<file path="config.mk">
export PLATFORM = sky130hd
export DESIGN_NAME = pfmux_top
export DESIGN_NICKNAME = d
export VERILOG_FILES = /design/src/common/pfmux_pkg.sv /design/src/hdl/pfmux_pin_cell.sv /design/src/hdl/pfmux_top.sv
export VERILOG_INCLUDE_DIRS = /design/src /design/src/common
export SDC_FILE = /design/constraint.sdc
export NUM_CORES = 2
export LEC_CHECK = 0
export ABC_CLOCK_PERIOD_IN_PS = 38800
export BUFFER_PORTS_ARGS = -buffer_cell sky130_fd_sc_hd__buf_2
export CAP_MARGIN = 20
export CORE_MARGIN = 1.5
export CORE_UTILIZATION = 42
export DETAILED_ROUTE_END_ITERATION = 8
export PLACE_DENSITY_LB_ADDON = 0.2
export RECOVER_POWER = 100
export SYNTH_ARGS = -nofsm -noshare
export SYNTH_HDL_FRONTEND = slang
export SYNTH_SLANG_ARGS = --single-unit
export TNS_END_PERCENT = 20
</file>
<file path="constraint.sdc">
create_clock -name I_REF_CLK -period 38.8 [get_ports I_REF_CLK]
set_clock_uncertainty 0.05 [all_clocks]
set_input_delay 11.64 -clock I_REF_CLK [delete_from_list [all_inputs] [get_ports I_REF_CLK]]
set_output_delay 11.64 -clock I_REF_CLK [all_outputs]
set_load 0.05 [all_outputs]
</file>
<file path="src/common/pfmux_params.svh">
// Constants for the programmable function pin multiplexer.
// Assumes that it is included by bare name from files that need these values.
`ifndef PFMUX_PARAMS_SVH
`define PFMUX_PARAMS_SVH

// ==========================================================
// Pin counts and numbering.
`define PFMUX_NUM_PINS 29
`define PFMUX_FIRST_PF 3
`define PFMUX_NUM_FUNCS 22

// ==========================================================
// Strap codes, CFG_STRAP[1:0] order.
`define PFMUX_STRAP_CFG1 2'h0
`define PFMUX_STRAP_CFG2 2'h1

`endif

</file>
<file path="src/common/pfmux_pkg.sv">
// Types of the programmable function pin multiplexer.
// Assumes nothing of its surroundings.
package pfmux_pkg;

  // ==========================================================
  // Selectable pin functions.
  typedef enum logic [4:0] {
    PFMUX_FN_NONE = 5'h00,
    PFMUX_FN_CORE = 5'h01,
    PFMUX_FN_BRIDGE_MASTER_SERIAL_CLOCK = 5'h02,
    PFMUX_FN_BRIDGE_MASTER_SERIAL_DATA = 5'h03,
    PFMUX_FN_TARGET_PORT_SERIAL_CLOCK = 5'h04,
    PFMUX_FN_TARGET_PORT_SERIAL_DATA = 5'h05,
    PFMUX_FN_MEM_SELECT_N = 5'h06,
    PFMUX_FN_MEM_CLOCK = 5'h07,
    PFMUX_FN_MEM_LANE0 = 5'h08,
    PFMUX_FN_MEM_LANE1 = 5'h09,
    PFMUX_FN_MEM_LANE2 = 5'h0A,
    PFMUX_FN_MEM_LANE3 = 5'h0B,
    PFMUX_FN_AUDIO_DATA_IN = 5'h0C,
    PFMUX_FN_AUDIO_DATA_OUT = 5'h0D,
    PFMUX_FN_AUDIO_BIT_CLOCK = 5'h0E,
    PFMUX_FN_AUDIO_WORD_SELECT = 5'h0F,
    PFMUX_FN_AUDIO_MASTER_CLOCK = 5'h10,
    PFMUX_FN_MICROPHONE_PRESENT = 5'h11,
    PFMUX_FN_PD_COMPANION_IRQ_IN = 5'h12,
    PFMUX_FN_PORT1_CABLE_POWER_A_EN = 5'h13,
    PFMUX_FN_PORT1_CABLE_POWER_B_EN = 5'h14,
    PFMUX_FN_PORT1_BLEED_EN = 5'h15
  } pfmux_func_t;

  // ==========================================================
  // Origin of an override write.
  typedef enum logic [1:0] {
    PFMUX_SRC_CFG_STAGE = 2'h0,
    PFMUX_SRC_OTP = 2'h1,
    PFMUX_SRC_SMBUS_RUNTIME = 2'h2,
    PFMUX_SRC_USB_RUNTIME = 2'h3
  } pfmux_src_t;

endpackage

</file>
<file path="src/hdl/pfmux_pin_cell.sv">
// Output stage of one programmable function pin.
// Assumes a registered function select and core-side drive requests.
`timescale 1ns/10ps
`default_nettype none
module pfmux_pin_cell
(
  input wire pfmux_pkg::pfmux_func_t i_sel,
  input wire logic [21:0] i_func_out,
  input wire logic [21:0] i_func_oe,
  input wire logic i_core_out,
  input wire logic i_core_oe,
  input wire logic i_spi_en,
  input wire logic i_powerdown,
  output logic o_pin_out,
  output logic o_pin_oe_n
);
  import pfmux_pkg::*;

  // ==========================================================
  // Function to pin steering.
  logic drive;
  always_comb
  begin
    drive = 1'h0;
    o_pin_out = 1'h0;
    case (i_sel)
      PFMUX_FN_NONE,
      PFMUX_FN_AUDIO_DATA_IN,
      PFMUX_FN_MICROPHONE_PRESENT,
      PFMUX_FN_PD_COMPANION_IRQ_IN:
      begin
        drive = 1'h0;
      end
      PFMUX_FN_CORE:
      begin
        drive = i_core_oe;
        o_pin_out = i_core_out;
      end
      PFMUX_FN_AUDIO_DATA_OUT,
      PFMUX_FN_AUDIO_BIT_CLOCK,
      PFMUX_FN_AUDIO_WORD_SELECT,
      PFMUX_FN_AUDIO_MASTER_CLOCK,
      PFMUX_FN_PORT1_CABLE_POWER_A_EN,
      PFMUX_FN_PORT1_CABLE_POWER_B_EN,
      PFMUX_FN_PORT1_BLEED_EN:
      begin
        drive = 1'h1; // see R8
        o_pin_out = i_func_out[i_sel];
      end
      PFMUX_FN_MEM_SELECT_N:
      begin
        drive = i_spi_en & (i_powerdown | i_func_oe[i_sel]);
        o_pin_out = i_powerdown | i_func_out[i_sel];
      end
      PFMUX_FN_MEM_CLOCK,
      PFMUX_FN_MEM_LANE0,
      PFMUX_FN_MEM_LANE1,
      PFMUX_FN_MEM_LANE2,
      PFMUX_FN_MEM_LANE3:
      begin
        drive = i_spi_en & i_func_oe[i_sel];
        o_pin_out = i_func_out[i_sel];
      end
      default:
      begin
        drive = i_func_oe[i_sel];
        o_pin_out = i_func_out[i_sel];
      end
    endcase
    o_pin_oe_n = ~drive;
  end
endmodule
`default_nettype wire

</file>
<file path="src/hdl/pfmux_top.sv">
// Programmable function pin multiplexer with strap defaults and override writes.
// Assumes pins and core signals synchronous to I_REF_CLK.
//
// Function
// Each pin's default function can be replaced through a writable per-pin select.
// Overrides are taken in the configuration stage, from OTP, or at runtime over SMBus or USB after enumeration.
// The outside party keeps the memory clock low while the hub is in reset.
// The memory select is active low and is driven high in powerdown while the memory port is enabled.
// The four memory data pins act as lanes 3 to 0 of a quad memory interface.
// The microphone input reads 0 for no microphone and 1 for a microphone present.
// The companion interrupt input is watched and its assertion raises an event.
// Audio word select, bit clock, master clock and data out are driven; audio data in is sampled.
// Two cable power enables and a bleed enable for port 1 are driven outputs.
// Two straps choose between the serial-bus default set and the audio default set.
// A write changes only its own pin and takes effect on the next clock.
`timescale 1ns/10ps
`default_nettype none
`include "pfmux_params.svh"
module pfmux_top
(
  input wire logic I_REF_CLK,
  input wire logic I_RST,
  input wire logic [1:0] I_CFG_STRAP,
  input wire logic I_CFG_STAGE,
  input wire logic I_ENUMERATED,
  input wire logic I_SPI_EN,
  input wire logic I_POWERDOWN,
  input wire logic I_WR_EN,
  input wire logic [4:0] I_WR_PIN,
  input wire pfmux_pkg::pfmux_func_t I_WR_FUNC,
  input wire pfmux_pkg::pfmux_src_t I_WR_SRC,
  output logic O_WR_ACCEPT,
  input wire logic [21:0] I_FUNC_OUT,
  input wire logic [21:0] I_FUNC_OE,
  output logic [21:0] O_FUNC_IN,
  input wire logic [28:0] I_CORE_OUT,
  input wire logic [28:0] I_CORE_OE,
  input wire logic [28:0] I_PF_IN,
  output logic [28:0] O_PF_OUT,
  output logic [28:0] O_PF_OE_N,
  output logic O_MICROPHONE_PRESENT,
  output logic O_PD_IRQ_N,
  output logic O_PD_IRQ_EVENT,
  output logic O_DEFAULTS_LOADED
);
  import pfmux_pkg::*;

  localparam int NPINS = `PFMUX_NUM_PINS;

  // ==========================================================
  // Default function of a pin for the strapped configuration.
  function automatic pfmux_func_t pfmux_default(input logic [4:0] idx, input logic cfg2);
    pfmux_func_t f;
    f = PFMUX_FN_CORE;
    case (5'(idx + 5'(`PFMUX_FIRST_PF)))
      5'h03: f = PFMUX_FN_PORT1_CABLE_POWER_B_EN;
      5'h04: f = PFMUX_FN_PORT1_CABLE_POWER_A_EN;
      5'h05: f = PFMUX_FN_PORT1_BLEED_EN;
      5'h07: f = cfg2 ? PFMUX_FN_MICROPHONE_PRESENT : PFMUX_FN_CORE;
      5'h0A: f = cfg2 ? PFMUX_FN_AUDIO_DATA_IN : PFMUX_FN_CORE;
      5'h0B: f = cfg2 ? PFMUX_FN_AUDIO_MASTER_CLOCK : PFMUX_FN_CORE;
      5'h12: f = PFMUX_FN_PD_COMPANION_IRQ_IN;
      5'h13: f = cfg2 ? PFMUX_FN_AUDIO_DATA_OUT : PFMUX_FN_NONE;
      5'h14: f = PFMUX_FN_MEM_SELECT_N;
      5'h15: f = PFMUX_FN_MEM_CLOCK;
      5'h16: f = PFMUX_FN_MEM_LANE0;
      5'h17: f = PFMUX_FN_MEM_LANE1;
      5'h18: f = PFMUX_FN_MEM_LANE2;
      5'h19: f = PFMUX_FN_MEM_LANE3;
      5'h1A: f = cfg2 ? PFMUX_FN_AUDIO_BIT_CLOCK : PFMUX_FN_TARGET_PORT_SERIAL_CLOCK;
      5'h1B: f = cfg2 ? PFMUX_FN_CORE : PFMUX_FN_TARGET_PORT_SERIAL_DATA;
      5'h1C: f = cfg2 ? PFMUX_FN_AUDIO_WORD_SELECT : PFMUX_FN_CORE;
      5'h1E: f = PFMUX_FN_BRIDGE_MASTER_SERIAL_CLOCK;
      5'h1F: f = PFMUX_FN_BRIDGE_MASTER_SERIAL_DATA;
      default: f = PFMUX_FN_CORE;
    endcase
    return f;
  endfunction

  // ==========================================================
  // Strap capture and override acceptance.
  logic cfg2;
  logic loaded;
  pfmux_func_t sel [NPINS];

  always_ff @(posedge I_REF_CLK or posedge I_RST)
  begin
    if (I_RST)
    begin
      cfg2 <= 1'h0;
      loaded <= 1'h0;
    end
    else if (!loaded)
    begin
      cfg2 <= (I_CFG_STRAP == `PFMUX_STRAP_CFG2);
      loaded <= 1'h1;
    end
  end

  always_comb
  begin
    O_WR_ACCEPT = 1'h0;
    if (I_WR_EN && loaded && (I_WR_PIN < 5'(NPINS)))
    begin
      case (I_WR_SRC)
        PFMUX_SRC_CFG_STAGE: O_WR_ACCEPT = I_CFG_STAGE;
        PFMUX_SRC_OTP: O_WR_ACCEPT = !I_ENUMERATED;
        PFMUX_SRC_SMBUS_RUNTIME,
        PFMUX_SRC_USB_RUNTIME: O_WR_ACCEPT = I_ENUMERATED;
        default: O_WR_ACCEPT = 1'h0;
      endcase
    end
  end

  always_ff @(posedge I_REF_CLK or posedge I_RST)
  begin
    if (I_RST)
    begin
      for (int i = 0; i < NPINS; i++)
        sel[i] <= PFMUX_FN_NONE;
    end
    else if (!loaded)
    begin
      for (int i = 0; i < NPINS; i++)
        sel[i] <= pfmux_default(5'(i), I_CFG_STRAP == `PFMUX_STRAP_CFG2);
    end
    else if (O_WR_ACCEPT)
    begin
      sel[I_WR_PIN] <= I_WR_FUNC; // see R1
    end
  end

  assign O_DEFAULTS_LOADED = loaded;

  // ==========================================================
  // Pin output stages.
  for (genvar g = 0; g < NPINS; g++)
  begin : g_pin
    pfmux_pin_cell u_cell (
      .i_sel(sel[g]),
      .i_func_out(I_FUNC_OUT),
      .i_func_oe(I_FUNC_OE),
      .i_core_out(I_CORE_OUT[g]),
      .i_core_oe(I_CORE_OE[g]),
      .i_spi_en(I_SPI_EN),
      .i_powerdown(I_POWERDOWN),
      .o_pin_out(O_PF_OUT[g]),
      .o_pin_oe_n(O_PF_OE_N[g])
    );
  end

  // ==========================================================
  // Pin to function return path.
  logic [21:0] next_func_in;
  logic irq_seen;
  logic next_irq_n;
  always_comb
  begin
    next_func_in = '0;
    irq_seen = 1'h0;
    for (int i = 0; i < NPINS; i++)
    begin
      if (sel[i] != PFMUX_FN_NONE && sel[i] != PFMUX_FN_CORE)
        next_func_in[sel[i]] = next_func_in[sel[i]] | I_PF_IN[i];
      if (sel[i] == PFMUX_FN_PD_COMPANION_IRQ_IN)
        irq_seen = 1'h1;
    end
    next_irq_n = irq_seen ? next_func_in[PFMUX_FN_PD_COMPANION_IRQ_IN] : 1'h1;
  end

  always_ff @(posedge I_REF_CLK or posedge I_RST)
  begin
    if (I_RST)
    begin
      O_FUNC_IN <= '0;
      O_MICROPHONE_PRESENT <= 1'h0;
    end
    else
    begin
      O_FUNC_IN <= next_func_in;
      O_MICROPHONE_PRESENT <= next_func_in[PFMUX_FN_MICROPHONE_PRESENT];
    end
  end

  always_ff @(posedge I_REF_CLK or posedge I_RST)
  begin
    if (I_RST)
    begin
      O_PD_IRQ_N <= 1'h1;
      O_PD_IRQ_EVENT <= 1'h0;
    end
    else
    begin
      O_PD_IRQ_N <= next_irq_n;
      O_PD_IRQ_EVENT <= O_PD_IRQ_N & ~next_irq_n;
    end
  end

  // ==========================================================
  // Checks.
  logic bad_sel;
  logic bad_lane;
  logic bad_audio;
  logic bad_cable;
  logic [NPINS-1:0] mic_mask;
  always_comb
  begin
    bad_sel = 1'h0;
    bad_lane = 1'h0;
    bad_audio = 1'h0;
    bad_cable = 1'h0;
    mic_mask = '0;
    for (int i = 0; i < NPINS; i++)
    begin
      mic_mask[i] = (sel[i] == PFMUX_FN_MICROPHONE_PRESENT);
      if (sel[i] == PFMUX_FN_MEM_SELECT_N && I_SPI_EN && I_POWERDOWN && (O_PF_OE_N[i] || !O_PF_OUT[i]))
        bad_sel = 1'h1;
      if (sel[i] == PFMUX_FN_MEM_LANE2 && I_SPI_EN && I_FUNC_OE[PFMUX_FN_MEM_LANE2]
          && (O_PF_OE_N[i] || O_PF_OUT[i] != I_FUNC_OUT[PFMUX_FN_MEM_LANE2]))
        bad_lane = 1'h1;
      if ((sel[i] == PFMUX_FN_AUDIO_WORD_SELECT || sel[i] == PFMUX_FN_AUDIO_BIT_CLOCK) && O_PF_OE_N[i])
        bad_audio = 1'h1;
      if (sel[i] == PFMUX_FN_AUDIO_DATA_IN && !O_PF_OE_N[i])
        bad_audio = 1'h1;
      if ((sel[i] == PFMUX_FN_PORT1_CABLE_POWER_A_EN || sel[i] == PFMUX_FN_PORT1_BLEED_EN)
          && (O_PF_OE_N[i] || O_PF_OUT[i] != I_FUNC_OUT[sel[i]]))
        bad_cable = 1'h1;
    end
  end

  property p_r1_write_lands;
    @(posedge I_REF_CLK) disable iff (I_RST)
    O_WR_ACCEPT |=> sel[$past(I_WR_PIN)] == $past(I_WR_FUNC);
  endproperty
  a_r1_write_lands: assert property (p_r1_write_lands) else $error("Accepted write did not land.");

  property p_r2_runtime_gate;
    @(posedge I_REF_CLK) disable iff (I_RST)
    (I_WR_EN && I_WR_SRC == PFMUX_SRC_USB_RUNTIME && !I_ENUMERATED) |-> !O_WR_ACCEPT;
  endproperty
  a_r2_runtime_gate: assert property (p_r2_runtime_gate) else $error("Runtime write taken early.");

  property p_r4_select_high;
    @(posedge I_REF_CLK) disable iff (I_RST)
    !bad_sel;
  endproperty
  a_r4_select_high: assert property (p_r4_select_high) else $error("Memory select not high in powerdown.");

  property p_r5_lane;
    @(posedge I_REF_CLK) disable iff (I_RST)
    !bad_lane;
  endproperty
  a_r5_lane: assert property (p_r5_lane) else $error("Memory lane not steered.");

  property p_r6_mic;
    @(posedge I_REF_CLK) disable iff (I_RST)
    loaded |=> O_MICROPHONE_PRESENT == $past(|(I_PF_IN & mic_mask));
  endproperty
  a_r6_mic: assert property (p_r6_mic) else $error("Microphone level wrong.");

  property p_r7_irq;
    @(posedge I_REF_CLK) disable iff (I_RST)
    (O_PD_IRQ_N && !next_irq_n) |=> O_PD_IRQ_EVENT ##1 !O_PD_IRQ_EVENT;
  endproperty
  a_r7_irq: assert property (p_r7_irq) else $error("Companion interrupt event wrong.");

  property p_r8_audio;
    @(posedge I_REF_CLK) disable iff (I_RST)
    !bad_audio;
  endproperty
  a_r8_audio: assert property (p_r8_audio) else $error("Audio pin direction wrong.");

  property p_r9_cable;
    @(posedge I_REF_CLK) disable iff (I_RST)
    !bad_cable;
  endproperty
  a_r9_cable: assert property (p_r9_cable) else $error("Port 1 enable not driven.");

  property p_r10_default;
    @(posedge I_REF_CLK) disable iff (I_RST)
    $rose(loaded) |-> sel[4] == (cfg2 ? PFMUX_FN_MICROPHONE_PRESENT : PFMUX_FN_CORE) && sel[15] == PFMUX_FN_PD_COMPANION_IRQ_IN;
  endproperty
  a_r10_default: assert property (p_r10_default) else $error("Strap default wrong.");

  property p_r11_isolated;
    @(posedge I_REF_CLK) disable iff (I_RST)
    (O_WR_ACCEPT && I_WR_PIN != 5'h00) |=> $stable(sel[0]);
  endproperty
  a_r11_isolated: assert property (p_r11_isolated) else $error("Write disturbed another pin.");
endmodule
`default_nettype wire

</file>
# --- Word level (Yosys, flattened, before mapping) ---
# Memories as Yosys holds them, arrays and structs flattened.
# Cells that the tools add are included.
word_totals:
  output_inout_bits: 85
  mem_count: 1
  register_bits: 171
  word_cells: 1400
  romBits: 32
classes:
  magnitude_cmp: 61
  n_eq_ne: 527
  bitwise_logic: 178
  n_reduce_logical: 209
  mux: 390
mem_list:
  columns: ["memory", "depth", "width", "rd", "rd_ports_with_merged_regs", "write_ports", "line_no", "rtl"]
  rows:
  - ["(no name shown)", 32, 1, 1, 0, 0, "pfmux_top.sv:164", "next_func_in[sel[i]] = next_func_in[sel[i]] | I_PF_IN[i];"]
op_table:
  columns: ["operator", "n"]
  rows:
  - ["5-bit by 4-bit == test with 1-bit output (second input constant)", 232]
  - ["5-bit == test (second input constant)", 174]
  - ["22-bit two-way mux", 29]
  - ["22-bit bitwise mux", 28]
  - ["1-bit binary-select mux with 5-bit select", 86]
  - ["5-bit by 3-bit == test with 1-bit output (second input constant)", 58]
  - ["145-bit two-way mux", 2]
  - ["7-bit OR reduction", 29]
  - ["5-bit by 6-bit < comparator with 1-bit output (second input constant)", 29]
  - ["1-bit two-way mux", 147]
  - ["145-bit bitwise mux", 1]
  - ["1-bit demux with 5-bit select", 29]
  - ["5-bit by 1-bit == test with 1-bit output (second input constant)", 29]
  - ["5-bit by 1-bit greater-or-equal comparator with 1-bit output (second input constant)", 29]
  - ["5-bit logical NOT", 29]
  - ["5-bit by 1-bit inequality test with 1-bit output (second input constant)", 29]
  - ["1-bit one-hot mux with 5 select lines", 29]
  - ["5-bit nonzero test", 29]
  - ["5-bit OR reduction", 29]
  - ["4-bit OR reduction", 29]
  - ["1-bit one-hot mux with 3 select lines", 30]
  - ["1-bit bitwise OR", 87]
  - ["1-bit logical AND", 61]
  - ["1-bit AND", 59]
  - ["other kinds (16)", 52]

# --- Logic depth before layout (Yosys ltp) ---
logic_depth:
  word_depth: 149
  mapped_depth: 59
  mapped_depth_nobuf: 51

# --- Cells and area by module ---
# Synthesis repeated with hierarchy kept, for this count alone.
hier_totals:
  hier_cells: 7141
  hier_area_um2: 49866.6
modules_own_cells:
  columns: ["mod", "area_each_um2", "cells_per_inst", "seq_area_each_um2", "instances"]
  rows:
  - ["pfmux_top", 30563.1, 4705, 4255.3, 1]
  - ["pfmux_pin_cell", 665.6, 84, 0.0, 29]

# --- Least setup slack after synthesis ---
# Ideal clock, no wire load.
synth_path:
  path_kind: "input-to-output"
  startpoint: "input port I_FUNC_OE[7]"
  endpoint: "output port O_PF_OE_N[6]"
  arrival_time_ns: 13.554
  path_stages: 10
  path_slack_ns: 13.556
  path_cell_list: "clkbuf_1 -> clkbuf_1 -> mux4_2 -> mux4_2 -> nand2_1 -> o31ai_1 -> o2111ai_1 -> nand2_1 -> o21ai_0 -> buf_4"
synth_via:
  elab_chain_cells: 6
  elab_cells_between_ends: 7
synth_lines:
  columns: ["item", "line_no", "rtl"]
  rows:
  - ["start: declaration", "pfmux_top.sv:34", "input wire logic [21:0] I_FUNC_OE,"]
  - ["1-bit binary-select mux with 5-bit select (*)", "pfmux_pin_cell.sv:52, pfmux_pin_cell.sv:61, pfmux_pin_cell.sv:66", null]
  - ["1-bit two-way mux (not written as such) (*)", "pfmux_pin_cell.sv:52, pfmux_pin_cell.sv:61, pfmux_pin_cell.sv:66", null]
  - ["1-bit bitwise OR", "pfmux_pin_cell.sv:52", "drive = i_spi_en & (i_powerdown | i_func_oe[i_sel]);"]
  - ["1-bit AND", "pfmux_pin_cell.sv:52", null]
  - ["1-bit one-hot mux with 5 select lines (*)", "pfmux_pin_cell.sv:26", "case (i_sel)"]
  - ["1-bit inverter (*)", "pfmux_pin_cell.sv:70", "o_pin_oe_n = ~drive;"]
  - ["end: declaration", "pfmux_top.sv:40", "output logic [28:0] O_PF_OE_N,"]
# Every way passes the cells marked *; elsewhere a longest branch is shown, timed or not. The select of a mux whose other input is x is not followed.

# --- Worst setup path in the final report ---
layout_path:
  startpoint: "input port I_PF_IN[0]"
  endpoint: "register O_FUNC_IN[11]"
layout_via:
  elab_chain_cells: 143
layout_lines:
  columns: ["item", "line_no", "rtl"]
  rows:
  - ["start: declaration", "pfmux_top.sv:38", "input wire logic [28:0] I_PF_IN,"]
  - ["1-bit bitwise OR (*)", "pfmux_top.sv:164", null]
  - ["22-bit AND (no line) (*)", null, null]
  - ["22-bit two-way mux (*)", "pfmux_top.sv:163", "if (sel[i] != PFMUX_FN_NONE && sel[i] != PFMUX_FN_CORE)"]
  - ["1-bit binary-select mux with 5-bit select", "pfmux_top.sv:164", null]
  - ["1-bit two-way mux (not written as such)", "pfmux_top.sv:164", null]
  - ["1-bit bitwise OR", "pfmux_top.sv:164", null]
  - ["22-bit bitwise mux", "pfmux_top.sv:164", null]
  - ["22-bit two-way mux (*)", "pfmux_top.sv:163", null]
  - ["[... 128 more ...]", null, null]
  - ["22-bit bitwise mux", "pfmux_top.sv:164", null]
  - ["22-bit two-way mux (*)", "pfmux_top.sv:163", null]
  - ["1-bit binary-select mux with 5-bit select", "pfmux_top.sv:164", null]
  - ["1-bit two-way mux (not written as such)", "pfmux_top.sv:164", null]
  - ["1-bit bitwise OR", "pfmux_top.sv:164", null]
  - ["22-bit bitwise mux", "pfmux_top.sv:164", null]
  - ["22-bit two-way mux (*)", "pfmux_top.sv:163", null]
  - ["named net next_func_in[11]", "pfmux_top.sv:154", "logic [21:0] next_func_in;"]
  - ["end signal: assignment", "pfmux_top.sv:180", "O_FUNC_IN <= next_func_in;"]
  - ["end: declaration", "pfmux_top.sv:35", "output logic [21:0] O_FUNC_IN,"]
# The timed path passes the listed nets; every way through them passes the cells marked *. The select of a mux whose other input is x is not followed.
# A chain may end at the register's enable or synchronous reset.

==> impl_metrics.ini <==
[sta]
timing.max_slew.rel_slack_pct = -239
rsz0062_at_grt = false
min_period_ns = 32.09
slew_viol_final = 307
fin_crit_sh_pct = 82.7
setup_viol = 0
worstMarginPinSlew_ns = 5.05
fmax_mhz = 31.2
tns_ns = 0
hold_viol = 0

[synth]
synth_area_leaders = mux4_2, dfrtp_1, nor2_1
ys_types = 122
synth.avg_cell_area_um2 = 7.36
synth_top_area_cell = mux4_2
synth_edf_count = 0
yosys_register_bits = 170
synthArstFlopShare_pct = 100
ys_warn_count = 0
seq_area_frac_synth_pct = 10.7
yosys.area.top_type_share_pct = 19.7
yosys_most_used_dff = dfrtp_1
netlist_area_um2 = 39800
synthCells = 5412

[drt]
wl_per_cell_um = 31.6
met2RoutedLength_mm = 88.2
vias = 47972
via_per_inst = 7.45
wl_met1_mm = 77.8
drc_errors = 0
antenna_left = 0
wl_met3_mm = 25.8
wl_mm = 204
first_pass_iters = 8
top_layer = met5
first_iter_violations = 7444

[placed_design]
post-dp-hpwl_mm = 143
portBuffers = 236
place.gp.congestion = 1.06

[global_route]
grt_max_degree = 105
grt_overflow = 0
grt_pass1_wl_mm = 298
grtUsageTotal_pct = 40.3
antenna_found_initial = 10
grt_pass1_vias = 44092

[setup_path]
critPathMaxStageDelay_ns = 1.23
crit_path_frequent_cell = a21oi_1
critPathRequiredTime_ns = 39.11
rrSetupSlack_ns = 16.82
crit_fanout = 13
crit_type = in2reg
critPathLaunchType = primary input
cp_slowest_cell = nor4b_1
path_buf_inv = 2
crit_path_start = I_PF_IN[0]
crit_family = compound AO/OA/AOI/OAI gates
critical_path_arrival_ns = 32.40
reg2reg_to = O_FUNC_IN[11]
setup.worst_path.end_class = flop
crit-reg2reg-launch = sel[137]
ff2ff_path_depth = 51

[worst_hold_path]
min_to = sel[132]
whs_path_depth = 2
hp-start = sel[132]
hold_class = reg2reg

[power]
p_per_area_nw_per_um2 = 15.2
p_leak_uw = 0.0145
total_power_uw = 626
ir_drop_mv = 0.0336

[finish]
multiInputGateArea_um2 = 32400
fin_nets = 5318
post-route-util_pct = 44.1
syn2layout_area_growth_pct = 3.61
fillers = 9876
drive_above_1_share_pct = 15.1
final-seq-area_um2 = 4260

[run]
cap_violations = 7

[die]
core_area_um2 = 93600
fp.dieH_um = 311
dieWidth_um = 311
ioPinCount = 237
die_area_um2 = 96700
start_util_pct = 42.5
placementRows = 112

[clocking]
clk_latency_ns = 0.51
htreeDepth = 4
cts_inserted_buffers = 17
root_buffer = clkbuf_16
cts_tree = yes
ctsResizeCount = 0
postCtsHoldBufs = 0
cts.sinks = 170
post_cts_buffers = 0
clkTransAtPathRegs_ns = 0.07
clock_path_buffers = 2

[run_status]
status = complete, but fails checks
violations = capacitance limit, slew limit
layout by cell type (no fill, tap or decap), types with 81 or more instances in the layout:
master / netlist / final
o21ai_0: 267 / 269
a21oi_1: 317 / 319
nor2_1: 657 / 657
mux2i_1: 202 / 202
nor2b_1: 92 / 92
inv_1: 98 / 96
o211ai_1: 81 / 81
nand2b_1: 92 / 92
nor3_1: 213 / 217
buf_2: 17 / 153
mux4_2: 349 / 349
dfrtp_1: 169 / 168
buf_4: 60 / 120
nand3_1: 244 / 245
a31oi_1: 121 / 121
nand2_1: 623 / 623
clkbuf_1: 470 / 88
kinds of logic after synthesis:
| family | count (synthesis) | synth area share (%) |
|---|---|---|
| xor gates and xnor gates | 37 | 0.814 |
| DFF | 170 | 10.7 |
| muxes | 570 | 25.4 |
| other | 2 | 0.0189 |
| AOI/OAI and AO/OA | 1597 | 28.1 |
| buffers and inverters | 740 | 7.61 |
| and+or+nand+nor | 2296 | 27.4 |
final cells by class:
cell class                 count  area share, %
antenna                        6         0.0364
clock buffer                  17           1.03
clock inverter                15          0.388
inverter                     112           1.03
multi-input combinational   4503           78.5
sequential                   170           10.3
tap                         1254           3.80
timing repair buffer         362           4.91
per-layer routing:
| layer | vias to the layer above | GRT usage (%) |
|---|---|---|
| met5 | - | 0.395 |
| met4 | 16 | 21.2 |
| met3 | 661 | 9.48 |
| met2 | 3786 | 60.8 |
| met1 | 23267 | 53.6 |
| li1 | 20242 | - |
power by group:
part	switching [uW]	leakage (uW)	internal (uW)	total, uW
sequential	4.93	0.00210	181	186
clock	93.9	0.000279	90.7	185
combinational	175	0.0121	80.3	256
total	274	0.0145	352	626
flip-flops by register name, summed over array words and instances, names as in the netlist:
name               flops
O_PD_IRQ_EVENT         1
sel                  145
O_PD_IRQ_N             1
O_FUNC_IN             22
O_DEFAULTS_LOADED      1
synthesized netlist by cell type (92+ instances only):
cell	number
clkbuf_1	470
nor3_1	213
nor2_1	657
mux4_2	349
nand2b_1	92
a21oi_1	317
a31oi_1	121
nand3_1	244
nor2b_1	92
nand2_1	623
inv_1	98
o21ai_0	267
mux2i_1	202
dfrtp_1	169
per-stage QoR:
step	setup slack [ns]	cell area, um2	cells	hold WS, ns
after global placement	10.00	40900	6397	0.433
final	6.71	41300	6439	0.455
after CTS	10.16	41500	6429	0.456
after global routing	4.77	41200	6436	0.470
after floorplan	13.56	39800	5413	0.574
after detailed placement	9.67	40900	6397	0.436
worst reg2reg max path, delay by kind of cell (launching register included):
kind / cells / cell delay, ns
muxes: 1 / 0.29
and+or+nand+nor: 11 / 4.63
DFF: 1 / 1.02
AOI/OAI and AO/OA: 39 / 15.87
worst max path at each step:
stage                                to  slack, ns  cells after the start
after floorplan            O_PF_OE_N[6]      13.56                     10
after global placement     O_FUNC_IN[7]      10.00                     50
after detailed placement   O_FUNC_IN[7]       9.67                     50
after CTS                  O_FUNC_IN[7]      10.16                     50
after global routing      O_FUNC_IN[15]       4.77                     53
final                     O_FUNC_IN[11]       6.71                     53
No activity file was read; power rests on OpenSTA's default activity.
